===== src/shared/sto_defs.svh =====
// constants for the safe-torque-off interlock
// assumes a 200 MHz pclk and an apb master on the register bus
`ifndef STO_DEFS_SVH
`define STO_DEFS_SVH
`define CLK_PERIOD_NS 5
`define TORQUE_LIMIT_NS 1000
`define TORQUE_LIMIT_CYC (`TORQUE_LIMIT_NS / `CLK_PERIOD_NS)
`define STATUS_LIMIT_MS 20
`define STATUS_LIMIT_CYC (`STATUS_LIMIT_MS * 1000000 / `CLK_PERIOD_NS)
`define MISMATCH_CYC_DEF 32'd1000
`define RELAY_STO_FUNC 8'h0D
`define FAULT_STO_CODE 8'h1D
`define ADDR_CTRL 12'h000
`define ADDR_STATUS 12'h004
`define ADDR_RELAY 12'h008
`define ADDR_IRQ_STAT 12'h00C
`define ADDR_IRQ_EN 12'h010
`define ADDR_IRQ_CLR 12'h014
`define ADDR_FAULT 12'h018
`define EV_STO_ON 0
`define EV_STO_OFF 1
`define EV_FAULT 2
`define EV_START_IGN 3
`define EV_W 4
`endif


===== src/shared/sto_pkg.sv =====
// types for the safe-torque-off interlock
// assumes sto_defs.svh is included by users
package sto_pkg;
  typedef enum logic [1:0] {
    ST_STANDBY = 2'b00,
    ST_RUN = 2'b01,
    ST_STO = 2'b10
  } mode_t;
  typedef enum logic [1:0] {
    DISP_STOP = 2'b00,
    DISP_RUN = 2'b01,
    DISP_INHIBIT = 2'b10,
    DISP_TRIP = 2'b11
  } disp_t;
endpackage : sto_pkg


===== src/verilog/sto_interlock.sv =====
// safe-torque-off interlock with apb registers and interrupt
// assumes apb master on pclk; sto inputs are raw pin levels
`timescale 1ns/100ps
`default_nettype none
`include "sto_defs.svh"
module sto_interlock #(
  parameter int unsigned MISMATCH_CYC = `MISMATCH_CYC_DEF
) (
  input wire logic pclk,
  input wire logic presetn,
  input wire logic psel,
  input wire logic penable,
  input wire logic pwrite,
  input wire logic [11:0] paddr,
  input wire logic [31:0] pwdata,
  output logic [31:0] prdata,
  output logic pready,
  output logic pslverr,
  input wire logic sto_in1,
  input wire logic sto_in2,
  input wire logic mains_ok,
  input wire logic start_cmd,
  input wire logic fault_reset,
  output logic torque_enable,
  output logic relay1_closed,
  output logic relay2_closed,
  output logic drive_healthy,
  output sto_pkg::disp_t display,
  output logic [7:0] fault_code,
  output logic irq
);
  import sto_pkg::*;

  // ----------------------------------------
  // input synchronisers
  // ----------------------------------------
  logic ch1, ch2;
  sto_sync u_sync1 (.pclk(pclk), .presetn(presetn), .d(sto_in1), .q(ch1));
  sto_sync u_sync2 (.pclk(pclk), .presetn(presetn), .d(sto_in2), .q(ch2));

  // ----------------------------------------
  // state
  // ----------------------------------------
  typedef struct packed {
    mode_t mode;
    logic tripped;
    logic [31:0] mis_cnt;
    logic [7:0] relay1_function_select;
    logic [7:0] relay2_function_select;
    logic [1:0] start_source_select;
    logic [`EV_W-1:0] irq_stat;
    logic [`EV_W-1:0] irq_en;
    logic [31:0] rdata;
    logic [7:0] fcode;
  } state_t;
  state_t r, next_r;

  logic sto_active;
  logic wr, rd;
  logic [`EV_W-1:0] ev;
  logic mismatch;

  assign sto_active = !(ch1 && ch2);
  assign mismatch = ch1 ^ ch2;
  assign wr = psel && penable && pwrite;
  assign rd = psel && penable && !pwrite;

  always_comb begin
    next_r = r;
    ev = '0;
    // ----------------------------------------
    // channel fault detection
    // ----------------------------------------
    if (mismatch) begin
      if (r.mis_cnt < MISMATCH_CYC) begin
        next_r.mis_cnt = r.mis_cnt + 32'd1;
      end
    end else begin
      next_r.mis_cnt = '0;
    end
    if (mismatch && r.mis_cnt == MISMATCH_CYC - 1 && !r.tripped) begin
      next_r.tripped = 1'b1;
      next_r.fcode = `FAULT_STO_CODE;
      ev[`EV_FAULT] = 1'b1;
    end else if (fault_reset && !mismatch) begin
      next_r.tripped = 1'b0;
      next_r.fcode = 8'h00;
    end
    // ----------------------------------------
    // mode machine
    // ----------------------------------------
    unique case (r.mode)
      ST_STANDBY: begin
        if (sto_active) begin
          next_r.mode = ST_STO;
          ev[`EV_STO_ON] = 1'b1;
        end else if (start_cmd && !r.tripped) begin
          next_r.mode = ST_RUN;
        end
      end
      ST_RUN: begin
        if (sto_active) begin
          next_r.mode = ST_STO;
          ev[`EV_STO_ON] = 1'b1;
        end else if (!start_cmd || r.tripped) begin
          next_r.mode = ST_STANDBY;
        end
      end
      ST_STO: begin
        if (start_cmd) begin
          ev[`EV_START_IGN] = 1'b1;
        end
        if (!sto_active && !r.tripped && !(fault_reset && mismatch)) begin
          next_r.mode = ST_STANDBY;
          ev[`EV_STO_OFF] = 1'b1;
        end
      end
      default: begin
        next_r.mode = ST_STO;
      end
    endcase
    // ----------------------------------------
    // apb registers
    // ----------------------------------------
    if (wr) begin
      unique case (paddr)
        `ADDR_CTRL: next_r.start_source_select = pwdata[1:0];
        `ADDR_RELAY: begin
          next_r.relay1_function_select = pwdata[7:0];
          next_r.relay2_function_select = pwdata[15:8];
        end
        `ADDR_IRQ_EN: next_r.irq_en = pwdata[`EV_W-1:0];
        `ADDR_IRQ_CLR: next_r.irq_stat = r.irq_stat & ~pwdata[`EV_W-1:0];
        default: ;
      endcase
    end
    next_r.irq_stat = next_r.irq_stat | ev;
    next_r.rdata = '0;
    if (psel && !penable && !pwrite) begin
      unique case (paddr)
        `ADDR_CTRL: next_r.rdata = {30'h0, r.start_source_select};
        `ADDR_STATUS: next_r.rdata = {26'h0, r.tripped, sto_active, ch2, ch1, r.mode};
        `ADDR_RELAY: next_r.rdata = {16'h0, r.relay2_function_select,
                                     r.relay1_function_select};
        `ADDR_IRQ_STAT: next_r.rdata = {28'h0, r.irq_stat};
        `ADDR_IRQ_EN: next_r.rdata = {28'h0, r.irq_en};
        `ADDR_FAULT: next_r.rdata = {24'h0, r.fcode};
        default: next_r.rdata = '0;
      endcase
    end
  end

  always_ff @(posedge pclk or negedge presetn) begin
    if (!presetn) begin
      r <= '{mode: ST_STO, tripped: 1'b0, mis_cnt: 32'h0,
             relay1_function_select: 8'h00, relay2_function_select: 8'h00,
             start_source_select: 2'h0, irq_stat: '0, irq_en: '0,
             rdata: 32'h0, fcode: 8'h00};
    end else begin
      r <= next_r;
    end
  end

  // ----------------------------------------
  // outputs
  // ----------------------------------------
  assign prdata = rd ? r.rdata : 32'h0;
  assign pready = 1'b1;
  assign pslverr = 1'b0;
  // combinational gate keeps the torque block within a few cycles
  assign torque_enable = (r.mode == ST_RUN) && !sto_active && !r.tripped;
  assign relay1_closed = !(sto_active && r.relay1_function_select == `RELAY_STO_FUNC);
  assign relay2_closed = !(sto_active && r.relay2_function_select == `RELAY_STO_FUNC);
  assign drive_healthy = !r.tripped;
  assign fault_code = r.fcode;
  assign irq = |(r.irq_stat & r.irq_en);

  always_comb begin
    if (r.tripped) begin
      display = DISP_TRIP;
    end else if (sto_active && mains_ok) begin
      display = DISP_INHIBIT;
    end else if (r.mode == ST_RUN) begin
      display = DISP_RUN;
    end else begin
      display = DISP_STOP;
    end
  end

  // ----------------------------------------
  // assertions
  // ----------------------------------------
  sto_blocks_a: assert property (@(posedge pclk) disable iff (!presetn)
    sto_active |-> !torque_enable ##1 (r.mode == ST_STO)) else $error("torque while sto active");
  torque_deadline_a: assert property (@(posedge pclk) disable iff (!presetn)
    $fell(sto_in1) |-> ##[1:3] !torque_enable) else $error("torque not blocked in time");
  chan2_deadline_a: assert property (@(posedge pclk) disable iff (!presetn)
    $fell(sto_in2) |-> ##[1:3] !torque_enable)
    else $error("torque not blocked after channel 2 drop");
  start_ignored_a: assert property (@(posedge pclk) disable iff (!presetn)
    (r.mode == ST_STO && sto_active && start_cmd) |=> r.mode == ST_STO)
    else $error("start accepted in sto");
  leave_needs_clear_a: assert property (@(posedge pclk) disable iff (!presetn)
    $fell(r.tripped) |-> $past(fault_reset) && !$past(mismatch))
    else $error("trip cleared without reset");
  exit_cond_a: assert property (@(posedge pclk) disable iff (!presetn)
    (r.mode == ST_STO && (sto_active || r.tripped)) |=> r.mode == ST_STO)
    else $error("sto left with cause present");
  relay1_open_a: assert property (@(posedge pclk) disable iff (!presetn)
    (sto_active && r.relay1_function_select == `RELAY_STO_FUNC) |-> !relay1_closed)
    else $error("relay 1 closed in sto");
  relay2_open_a: assert property (@(posedge pclk) disable iff (!presetn)
    (sto_active && r.relay2_function_select == `RELAY_STO_FUNC) |-> !relay2_closed)
    else $error("relay 2 closed in sto");
  fault_trip_a: assert property (@(posedge pclk) disable iff (!presetn)
    $rose(r.tripped) |-> fault_code == `FAULT_STO_CODE && !drive_healthy)
    else $error("trip without code 29");
  inhibit_disp_a: assert property (@(posedge pclk) disable iff (!presetn)
    (sto_active && mains_ok && !r.tripped) |-> display == DISP_INHIBIT)
    else $error("inhibit not shown");
  trip_disp_a: assert property (@(posedge pclk) disable iff (!presetn)
    r.tripped |-> display == DISP_TRIP) else $error("trip not shown");
  run_start_a: assert property (@(posedge pclk) disable iff (!presetn)
    (r.mode == ST_STANDBY && !sto_active && start_cmd && !r.tripped) |=> r.mode == ST_RUN)
    else $error("start not taken");
  run_drop_a: assert property (@(posedge pclk) disable iff (!presetn)
    (r.mode == ST_RUN && !sto_active && !start_cmd) |=> r.mode == ST_STANDBY)
    else $error("run kept without start");
  display_run_a: assert property (@(posedge pclk) disable iff (!presetn)
    (r.mode == ST_RUN && !sto_active && !r.tripped) |-> display == DISP_RUN)
    else $error("run not shown");
  wr_no_disable_a: assert property (@(posedge pclk) disable iff (!presetn)
    (sto_active && wr) |=> r.mode == ST_STO)
    else $error("register write left sto");
  start_sto_a: assert property (@(posedge pclk) disable iff (!presetn)
    (r.mode == ST_STO && start_cmd) |-> !torque_enable)
    else $error("start gave torque in sto");
  mode_legal_a: assert property (@(posedge pclk) disable iff (!presetn)
    r.mode inside {ST_STANDBY, ST_RUN, ST_STO})
    else $error("illegal mode code");

  // ----------------------------------------
  // input and fault assertions
  // ----------------------------------------
  sync_high_a: assert property (@(posedge pclk) disable iff (!presetn)
    (sto_in1 && sto_in2) [*3] |-> !sto_active)
    else $error("energised inputs not seen");
  sync_low_a: assert property (@(posedge pclk) disable iff (!presetn)
    (!sto_in1) [*3] |-> sto_active)
    else $error("dropped input not seen");
  trip_timing_a: assert property (@(posedge pclk) disable iff (!presetn)
    (mismatch && r.mis_cnt == MISMATCH_CYC - 1) |=> r.tripped)
    else $error("channel fault not tripped");
  trip_clear_a: assert property (@(posedge pclk) disable iff (!presetn)
    (r.tripped && fault_reset && !mismatch) |=> !r.tripped && fault_code == 8'h00)
    else $error("fault reset ignored");
  fault_code_a: assert property (@(posedge pclk) disable iff (!presetn)
    !r.tripped |-> fault_code == 8'h00)
    else $error("fault code without trip");

  // ----------------------------------------
  // output and event status assertions
  // ----------------------------------------
  relay_closed_a: assert property (@(posedge pclk) disable iff (!presetn)
    !sto_active |-> relay1_closed && relay2_closed)
    else $error("relay open outside sto");
  sto_event_a: assert property (@(posedge pclk) disable iff (!presetn)
    (r.mode != ST_STO && sto_active) |=> r.irq_stat[`EV_STO_ON])
    else $error("sto status not raised");
  ev_sticky_a: assert property (@(posedge pclk) disable iff (!presetn)
    (ev != '0) |=> (r.irq_stat & $past(ev)) == $past(ev))
    else $error("event lost");

  // ----------------------------------------
  // register assertions
  // ----------------------------------------
  stat_clear_a: assert property (@(posedge pclk) disable iff (!presetn)
    (wr && paddr == `ADDR_IRQ_CLR && ev == '0) |=> (r.irq_stat & $past(pwdata[`EV_W-1:0])) == '0)
    else $error("status not cleared");
  prdata_idle_a: assert property (@(posedge pclk) disable iff (!presetn)
    !(psel && penable && !pwrite) |-> prdata == 32'h0)
    else $error("read data outside access");
  pready_high_a: assert property (@(posedge pclk) disable iff (!presetn)
    (psel && penable) |-> pready && !pslverr)
    else $error("access not answered");
  write_lands_a: assert property (@(posedge pclk) disable iff (!presetn)
    (wr && paddr == `ADDR_IRQ_EN) |=> r.irq_en == $past(pwdata[`EV_W-1:0]))
    else $error("enable write lost");
  relay_write_a: assert property (@(posedge pclk) disable iff (!presetn)
    (wr && paddr == `ADDR_RELAY) |=> r.relay1_function_select == $past(pwdata[7:0])
    && r.relay2_function_select == $past(pwdata[15:8]))
    else $error("relay select write lost");

  // ----------------------------------------
  // covers
  // ----------------------------------------
  c_sto_cov: cover property (@(posedge pclk) disable iff (!presetn)
    r.mode == ST_RUN ##1 r.mode == ST_STO);
  c_trip_cov: cover property (@(posedge pclk) disable iff (!presetn) $rose(r.tripped));
  c_ignore_cov: cover property (@(posedge pclk) disable iff (!presetn) ev[`EV_START_IGN]);
  c_exit_cov: cover property (@(posedge pclk) disable iff (!presetn)
    r.mode == ST_STO ##1 r.mode == ST_STANDBY);
  c_mains_cov: cover property (@(posedge pclk) disable iff (!presetn)
    sto_active && !mains_ok && !r.tripped && display == DISP_STOP);
endmodule : sto_interlock
`default_nettype wire


===== src/verilog/sto_sync.sv =====
// two-flop synchroniser for one sto input channel
// assumes an asynchronous level input
`timescale 1ns/100ps
`default_nettype none
module sto_sync (
  input wire logic pclk,
  input wire logic presetn,
  input wire logic d,
  output logic q
);
  typedef struct packed {
    logic s1;
    logic s2;
  } sync_t;
  sync_t r, next_r;
  always_comb begin
    next_r.s1 = d;
    next_r.s2 = r.s1;
  end
  always_ff @(posedge pclk or negedge presetn) begin
    if (!presetn) begin
      r <= '0;
    end else begin
      r <= next_r;
    end
  end
  assign q = r.s2;
endmodule : sto_sync
`default_nettype wire

===== config.mk =====
export PLATFORM = sky130hd
export DESIGN_NAME = sto_interlock
export DESIGN_NICKNAME = d
export VERILOG_FILES = /design/src/shared/sto_pkg.sv /design/src/verilog/sto_interlock.sv /design/src/verilog/sto_sync.sv
export VERILOG_INCLUDE_DIRS = /design/src /design/src/shared
export SDC_FILE = /design/constraint.sdc
export NUM_CORES = 1
export LEC_CHECK = 0
export BUFFER_PORTS_ARGS = -buffer_cell sky130_fd_sc_hd__buf_2
export CAP_MARGIN = 20
export CORE_UTILIZATION = 35
export CTS_CLUSTER_SIZE = 12
export DETAILED_ROUTE_END_ITERATION = 7
export SLEW_MARGIN = 20
export SYNTH_ARGS = -nofsm -noshare
export SYNTH_HDL_FRONTEND = slang
export SYNTH_HIERARCHICAL = 1
export SYNTH_SLANG_ARGS = --single-unit

===== constraint.sdc =====
create_clock -name pclk -period 2.1 [get_ports pclk]
set_input_delay 0.42 -clock pclk [delete_from_list [all_inputs] [get_ports pclk]]
set_output_delay 0.42 -clock pclk [all_outputs]
set_load 0.01 [all_outputs]

**Word level (Yosys, flattened, before mapping)**

Cells that the tools add are included.

- Bits in registers: 105
- Bits in writable memories: 0
- Logic and storage cells: 101
- Memories kept: 0
- Bits in read-only memories: 0
- Output and inout port bits: 49
- Input bits: 54
- Bits in latches: 0

- Reductions and logical operators: 37
- $add $sub $neg: 1
- $lt $le $gt $ge: 1
- Div/mod/pow operators: 0
- Bitwise logic cells: 5
- Multiplexer cells: 28
- Eq/ne operators: 15
- Multipliers: 0
- Shift-type cells: 0

Operators with widths:

| cell | number |
|---|---|
| $mux W32 | 3 |
| $pmux W16 S6 | 1 |
| $eq A12 B5 Y1 const B | 3 |
| $add A32 B1 Y32 const B | 1 |
| $eq A32 B10 Y1 const B | 1 |
| $lt A32 B10 Y1 const B | 1 |
| $eq A12 B4 Y1 const B | 2 |
| $mux W8 | 3 |
| $logic_and A1 B1 Y1 | 18 |
| $eq A8 B4 Y1 const B | 2 |
| $mux W16 | 1 |
| $mux W2 | 7 |
| $eq A12 B3 Y1 const B | 1 |
| $logic_not A12 Y1 | 1 |
| $mux W1 | 10 |
| $logic_not A1 Y1 | 9 |
| $and A4 B4 Y4 | 2 |
| $mux W4 | 2 |
| $ne A3 B3 Y1 const B | 2 |
| $pmux W2 S3 | 1 |
| $reduce_and A2 Y1 | 3 |
| $not A4 Y4 | 1 |
| $or A4 B4 Y4 | 1 |
| $reduce_or A4 Y1 | 1 |
| other kinds (10) | 10 |

**Longest topological paths before layout**

Gate-level depths: netlist of run 1.

- Word-level depth: 7
- Mapped depth: 6
- Mapped depth without buffers: 5

**Modules after synthesis**

The synthesis of run 1 kept the hierarchy.

By module, submodules not included:

| module | seq. area each (um^2) | cells each | area each (um^2) | instances |
|---|---|---|---|---|
| sto_interlock | 1928.1 | 341 | 3779.9 | 1 |
| sto_sync | 50.0 | 2 | 50.0 | 2 |

**Least setup slack after synthesis of run 1**

Ideal clock, no wire load.

- Kind: input to register
- Start: input paddr[9]
- End: register r[56] in the netlist's numbering
- Cell stages on the path: 6
- Library setup time: 0.125 ns
- Path buffers: 2
- Data required time: 1.975 ns
- Arrival: 2.308 ns
- Slack: -0.333 ns
- Path through: or4_4 -> or4_4 -> buf_6 -> nor3_4 -> buf_12 -> mux2_4

- Word-level cells in the longest chain between the ends: 2

RTL lines:

| what | RTL line | RTL |
|---|---|---|
| from (decl) | sto_interlock.sv:14 | `input wire logic [11:0] paddr,` |
| $eq A12 B4 Y1 | sto_interlock.sv:126 | `unique case (paddr)` |
| $reduce_and A2 Y1 (no line) | -- |  |
| to (signal assigned) | sto_interlock.sv:155 | `r <= '{mode: ST_STO, tripped: 1'b0, mis_cnt: 32'h0,` |
| to (signal assigned) | sto_interlock.sv:160 | `r <= next_r;` |
| to (decl) | sto_interlock.sv:56 | `state_t r, next_r;` |

Every way passes these cells.
A chain may end at the register's enable or synchronous reset.

**Worst setup path after layout of run 1**

- Start: input paddr[9]
- End: register r[54] in the netlist's numbering

Same word-level chain as after synthesis.

==> results.yml, run 1 <==
floorplanning:
  core_area_sq_mm: 0.0108
  initial_utilization_pct: 35.8
  die-area_sq_mm: 0.0115
  io_pins: 103
  fp-row-count: 38
  die_x_um: 107
  dieHeight_um: 107
setup_path:
  critical_path.startpoint: "paddr[9]"
  criticalPathCategory: "input port to flop"
  required_ps: 2350
  r2r_start: "r[79]"
  worstSetupEndpointType: "flop"
  worstPathArrival_ps: 2240
  path_max_fanout: 16
  setup.worst_path.start_class: "input port"
placed_design:
  portBuffers: 64
  place_congestion: 0.802
  placed_cells: 553
  hpwl_mm: 5.84
sta:
  maxSlewViolCount: 0
  max_slew_margin_pct: 53.4
  finClkSkew_ps: 8.96
  clock.fmax_mhz: 501
  setup_violations: 0
  max_slew.worst_pin.slew_ps: 682
  post-route-period-util_pct: 95.1
  period_needed_ps: 2000
  hold_violations: 0
  rsz0062_at_grt: "no"
routing:
  drt_iter0_drc: 64
  wl_per_cell_um: 13.7
  vias: 2758
  avgViaCountPerCell: 4.85
  drc: 0
  totalWireLength_mm: 7.82
  drtPass1Iterations: 6
  ant_nets: 0
synthesis:
  synth_cell_types: 49
  ys_ff_latch: 81
  synth_edf_count: 0
  synthArstFlopShare_pct: 100
  syn_area_sq_mm: 0.00388
  avgSynthCellArea_sq_um: 11.2
  synthCells: 345
  synth-main-ff-cell: "dfrtp_1"
  synth_warnings: 6
  seq_area_frac_synth_pct: 52.3
layout:
  syn_to_final_growth_pct: 18.6
  drive_gt1_share_pct: 32.6
  final_cell_mix: "dfrtp_1, buf_2, and2_1"
  layout.cells.non_filler: 569
  nFillCells: 1046
  mostFrequentLayoutCell: "dfrtp_1"
  diodes: 0
  nets: 480
clocking:
  cts_sinks: 81
  hold_buffers: 0
  cts_buffer_depth: 2
  clk_pin_slew_ps: 90
  htreeDepth: 3
  cts_made_buffers: 9
  cts_tree: "yes"
  root_buffer: "clkbuf_8"
  clock_latency_ps: 360
  cts_setup_buffers: 0
global_route:
  antenna_found_initial: 0
  grt_overflow: 0
  track_usage_pct: 14.3
  grt_pass1_vias: 2507
  grt_max_degree: 49
  grt_first_pass_wirelength_mm: 12.7
power:
  ir_worst_vdd_mv: 0.318
  finalPower_w: 0.00312
  powerDensity_mw_per_mm2: 677
  p_leak_nw: 2.23
min_path:
  hold_class: "input port to async pin"
outcome:
  status: "finished clean"
job:
  cap_violations: 0
## per-stage QoR
stage	setup TNS, ps	cell area, sq um	setup WS [ps]	utilization (%)	hold slack, ps
after global placement	-6390	4360	-251	40.2	335
final	0	4600	103	42.5	77.0
after CTS	0	4600	3.00	42.4	77.1
after floorplan	-5300	3960	-287	-	124
after global routing	0	4600	11.4	42.5	110
after detailed placement	-6790	4360	-269	40.2	338
## worst max-delay path, cell delays in order
cell and delay [ps]:
buf_2 100, or4_4 530, or4_4 490, nor3_4 170, buf_12 190, mux2_2 340
## worst paths after layout
path	to	slack [ps]	cells after the start
setup / recovery	r[54]	100	6
hold / removal	r[11]	80	1
setup reg to reg	r[69]	210	5
hold reg to reg	u_sync2/q	360	0
max in group asynchronous	r[95]	1380	2
min in group pclk	u_sync1/next_r[0]	170	1
## routing by layer
layer | up-vias | share of wire, % | global-route usage, % | wire [um]
met5 | - | 0 | 0 | 0
met4 | 0 | 1.5 | 4.40 | 114
met2 | 78 | 47 | 22.2 | 3640
met1 | 1327 | 47 | 19.9 | 3650
met3 | 13 | 5.4 | 3.33 | 419
li1 | 1340 | - | - | -
## synthesized netlist by cell type (4+ instances only)
master,n,area [sq um]
and3_1,5,31.3
nand4_1,8,50.1
buf_4,26,195
o21ai_0,10,50.1
mux2_4,10,150
or3_1,5,31.3
nor2_1,7,26.3
inv_1,12,45.0
nor3_1,5,25.0
nor4_1,8,50.1
a22oi_1,6,45.0
and2_1,49,307
a21oi_1,13,65.1
dfrtp_1,80,2000
nand2b_1,4,25.0
clkbuf_1,8,30.0
o31ai_1,4,30.0
nand3_1,10,50.1
or4_1,8,60.1
mux2_2,18,203
nand2_1,10,37.5
## logic make-up (layout without fill, tap and decap cells)
| group | Yosys count | in the layout | share of synthesized area (%) |
|---|---|---|---|
| compound gates | 47 | 47 | 7.90 |
| fa+ha+maj | 2 | 2 | 0.645 |
| buf+inv | 49 | 113 | 7.90 |
| flops | 81 | 81 | 52.3 |
| mux | 29 | 29 | 9.35 |
| other cells | 2 | 22 | 0.194 |
| simple gates | 135 | 135 | 21.7 |
## layout make-up
cell class	instances	area [sq um]	area share, %
Sequential cell	81	2030	44.1
Tap cell	140	175	3.81
Inverter	12	45.0	0.979
Clock buffer	9	124	2.69
Clock inverter	7	109	2.36
Multi-Input combinational cell	235	1630	35.4
Timing Repair Buffer	85	493	10.7
## timing repair
action,in CTS,in global routing
endpoints found under the hold margin,0,0
endpoints found under the setup margin,1,2
resized for setup,1,1
gates cloned,0,0
## registers in the layout, summed over array words and instances, names as in the netlist
signal	count
fault_code	1
r	76
u_sync1/next_r	1
u_sync1/q	1
u_sync2/next_r	1
u_sync2/q	1
## power by group
| group | switching, W | internal, W | total (W) | leakage [nW] |
|---|---|---|---|---|
| Sequential | 0.0000166 | 0.00158 | 0.00159 | 1.10 |
| Clock | 0.000615 | 0.000696 | 0.00131 | 0.118 |
| Combinational | 0.000135 | 0.0000784 | 0.000213 | 1.02 |
(Power assumes the default switching activity.)
==> run 2: changes to the inputs <==
- HOLD_SLACK_MARGIN: default -> 0.08
==> results.yml, run 2 (synthesis results as in run 1) <==
sta:
  post-route-period-util_pct: 95.1
  max_slew.worst_pin.slew_ps: 684
  rsz0062_at_grt: "no"
  max_slew_margin_pct: 53.3
  fin_tns_setup_ps: 0
  clock.fmax_mhz: 501
  finClkSkew_ps: 9.54
  maxSlewViolCount: 0
  setup_violations: 0
  hold_violations: 0
  period_needed_ps: 2000
floorplanning:
  io_pins: 103
  fp-row-count: 38
  die-area_sq_mm: 0.0115
  initial_utilization_pct: 35.8
  core_area_sq_mm: 0.0108
  die_x_um: 107
  dieHeight_um: 107
global_route:
  track_usage_pct: 14.3
  grt_first_pass_wirelength_mm: 12.7
  grt_pass1_vias: 2507
  antenna_found_initial: 0
  grt_overflow: 0
  grt_max_degree: 49
routing:
  vias: 2765
  totalWireLength_mm: 7.83
  wl_per_cell_um: 13.7
  drt_iter0_drc: 59
  ant_nets: 0
  avgViaCountPerCell: 4.85
  drc: 0
  drtPass1Iterations: 6
clocking:
  cts_setup_buffers: 0
  cts_sinks: 81
  cts_buffer_depth: 2
  root_buffer: "clkbuf_8"
  htreeDepth: 3
  clock_latency_ps: 360
  cts_tree: "yes"
  clk_pin_slew_ps: 90
  cts_made_buffers: 9
placed_design:
  place_congestion: 0.802
  placed_cells: 553
  portBuffers: 64
  hpwl_mm: 5.84
  placed_area_sq_mm: 0.00436
layout:
  largest_reg_flops: 76
  diodes: 0
  drive_gt1_share_pct: 32.6
  nFillCells: 1047
  largest-register: "r"
  nets: 481
  postLayoutCellArea_sq_mm: 0.00461
  mostFrequentLayoutCell: "dfrtp_1"
  layout.cells.non_filler: 570
  syn_to_final_growth_pct: 18.9
  final_cell_mix: "dfrtp_1, buf_2, and2_1"
setup_path:
  setup.worst_path.start_class: "input port"
  worstPathArrival_ps: 2240
  ff2ff_setup_slack_ps: 210
  worstSetupEndpointType: "flop"
  criticalPathCategory: "input port to flop"
  r2r_cells: 5
  worstReg2RegEnd: "r[69]"
  cp_common_cell: "or4_4"
  critPathBufInv: 2
  slowest_stage: "or4_4"
  required_ps: 2350
  critPathTopFamily: "simple AND/OR/NAND/NOR gates"
  slowest_delay_ps: 530
  crit_chain: "buf_2 > or4_4 > or4_4 > nor3_4 > buf_12 > mux2_2"
  r2r_start: "r[79]"
  path_max_fanout: 16
min_path:
  hold_depth: 1
  hold_class: "input port to flop"
  hold_start: "sto_in1"
  hold_end: "u_sync1/next_r[0]"
power:
  finalPower_w: 0.00312
  powerDensity_mw_per_mm2: 676
  p_leak_nw: 2.24
  ir_worst_vdd_mv: 0.320
job:
  cap_violations: 0
outcome:
  status: "finished clean"
run 2: changes by cell type in the layout (fill, tap and decap cells not counted):
| cell | previous run | this run |
|---|---|---|
| dlygate4sd3_1 | 0 | 1 |
run 2: layout make-up:
class	instances	area (sq um)	share of cell area [%]
Tap cell	140	175	3.80
Multi-Input combinational cell	235	1630	35.3
Clock inverter	7	109	2.36
Timing Repair Buffer	86	503	10.9
Sequential cell	81	2030	44.0
Inverter	12	45.0	0.976
Clock buffer	9	124	2.69
run 2: stage by stage:
stage          worst slack, ps  hold WS, ps  util [%]
2_1_floorplan             -287          124         -
3_3_place_gp              -251          335      40.2
3_5_place_dp              -269          338      40.2
4_1_cts                   3.00          149      42.5
5_1_grt                   11.4          160      42.6
6_report                   102          171      42.6
run 2: worst max path at each step:
stage | start | endpoint | cells past startpoint
final | paddr[9] | r[54] | 6
after global routing | fault_code[3] | torque_enable | 4
after CTS | u_sync1/q | display[0] | 4
after detailed placement | paddr[9] | r[54] | 6
after global placement | paddr[9] | r[53] | 6
after floorplan | paddr[9] | r[56] | 6
run 2: timing repair:
item,4_1_cts,5_1_grt
setup endpoints to repair,1,2
pin swaps,0,0
hold buffers,1,0
hold endpoints to repair,5,0
resized for setup,1,1
run 2: worst reg2reg max path: stages (launching register included):
cell,delay (ps)
dfrtp_1,390
nor4_1,320
nand4_1,230
buf_4,220
or4_1,500
a21oi_1,150
run 2: where the power goes:
part           switching, W  internal [W]
combinational      0.000135     0.0000796
clock              0.000617      0.000696
sequential        0.0000166       0.00158
run 2: layer usage:
metal / vias up / share of wire (%) / track usage, %
met5: - / 0 / 0
met4: 0 / 0.65 / 4.40
met3: 7 / 5.0 / 3.33
met2: 84 / 47 / 22.2
met1: 1333 / 47 / 19.9
li1: 1341 / - / -
==> run 3: changes to the inputs <==
- CORE_UTILIZATION: 35 -> 49
- HOLD_SLACK_MARGIN: 0.08 -> default
- PLACE_DENSITY: default -> 0.75
==> results.yml, run 3 (synthesis results as in run 1) <==
setup_path:
  worstPathArrival_ps: 2300
  r2r_cells: 5
  path_max_fanout: 7
  r2r_start: "r[92]"
  worstSetupEndpointType: "flop"
  ff2ff_setup_slack_ps: 240
  required_ps: 2360
  worstReg2RegEnd: "r[73]"
  criticalPathCategory: "input port to flop"
  setup.worst_path.start_class: "input port"
floorplanning:
  die_x_um: 91.0
  fp-row-count: 32
  io_pins: 103
  core_area_sq_mm: 0.00769
  initial_utilization_pct: 50.5
  die-area_sq_mm: 0.00828
  dieHeight_um: 91.0
layout:
  drive_gt1_share_pct: 32.5
  syn_to_final_growth_pct: 17.5
  nets: 479
  largest-register: "r"
  largest_reg_flops: 76
  final_cell_mix: "dfrtp_1, buf_2, and2_1"
  postLayoutCellArea_sq_mm: 0.00456
  diodes: 0
  layout.cells.non_filler: 530
  fin_util_pct: 59.3
  mostFrequentLayoutCell: "dfrtp_1"
power:
  powerDensity_mw_per_mm2: 684
  p_leak_nw: 2.23
  ir_worst_vdd_mv: 0.388
clocking:
  root_buffer: "clkbuf_8"
  cts_made_buffers: 9
  cts_tree: "yes"
  cts_sinks: 81
  clk_pin_slew_ps: 90
  cts_buffer_depth: 2
  htreeDepth: 3
  clock_latency_ps: 350
  cts_setup_buffers: 0
global_route:
  grt_pass1_vias: 2669
  track_usage_pct: 19.8
  grt_max_degree: 42
  grt_overflow: 0
  grt_first_pass_wirelength_mm: 12.8
  antenna_found_initial: 0
routing:
  vias: 2798
  drc: 0
  drt_iter0_drc: 206
  drtPass1Iterations: 4
  totalWireLength_mm: 7.72
  wl_per_cell_um: 14.6
  ant_nets: 0
  avgViaCountPerCell: 5.28
sta:
  hold_violations: 0
  period_needed_ps: 2040
  max_slew_margin_pct: 55.0
  clock.fmax_mhz: 489
  fin_tns_setup_ps: 0
  maxSlewViolCount: 0
  rsz0062_at_grt: "no"
  max_slew.worst_pin.slew_ps: 658
  finClkSkew_ps: 7.50
  setup_violations: 0
  post-route-period-util_pct: 97.4
  hold_ws_ps: 48.8
placed_design:
  portBuffers: 64
  place_congestion: 0.861
  placed_area_sq_mm: 0.00432
  hpwl_mm: 5.61
  placed_cells: 514
job:
  cap_violations: 0
outcome:
  status: "finished clean"
min_path:
  hold_class: "input port to async pin"
-- run 3: cell types whose count changed in the layout (fill, tap and decap cells not counted), sizes merged --
| cell | change |
|---|---|
| dlygate4sd3 | -1 |
| buf | -1 |
-- run 3: per-layer routing --
metal	up-vias	wire length, um	GRT usage (%)
li1	1339	-	-
met1	1334	3590	27.7
met2	112	3610	30.4
met3	13	363	3.52
met4	0	161	8.60
met5	-	0	0
-- run 3: stage by stage --
| step | setup slack (ps) | total power [W] |
|---|---|---|
| after CTS | 16.6 | 0.00313 |
| after floorplan | -287 | 0.00175 |
| after global placement | -252 | 0.00183 |
| after detailed placement | -287 | 0.00184 |
| after global routing | 44.0 | 0.00323 |
| final | 55.2 | 0.00312 |
-- run 3: how the worst max path moves through the flow --
stage / start / to / slack, ps / depth (start not counted)
2_1_floorplan: paddr[9] / r[56] / -290 / 6
3_3_place_gp: paddr[9] / r[51] / -250 / 6
3_5_place_dp: paddr[9] / r[11] / -290 / 5
4_1_cts: u_sync1/q / relay2_closed / 20 / 4
5_1_grt: paddr[9] / r[41] / 40 / 6
6_report: paddr[9] / r[11] / 60 / 5
-- run 3: timing repair --
action                                  in CTS  in global routing
hold buffers                                 0                  0
resized for setup                            1                  1
endpoints found under the setup margin       1                  2
-- run 3: critical path, stage by stage --
cell	delay [ps]
buf_2	100
or4_4	530
or4_4	490
or4_1	560
a21oi_1	200
-- run 3: final cells by class --
cell class,instances,area (sq um)
clock inverters,7,106
flip-flops and latches,81,2030
multi-input cells,235,1630
repair buffers,84,498
clock buffers,9,124
inverters,12,45.0
fillers,661,3130
well taps,102,128
-- run 3: report_power, final --
group	internal (W)	switching [W]	leakage, nW
registers	0.00158	0.0000170	1.10
logic	0.0000801	0.000137	1.02
clock network	0.000693	0.000615	0.117
total	0.00235	0.000769	2.23
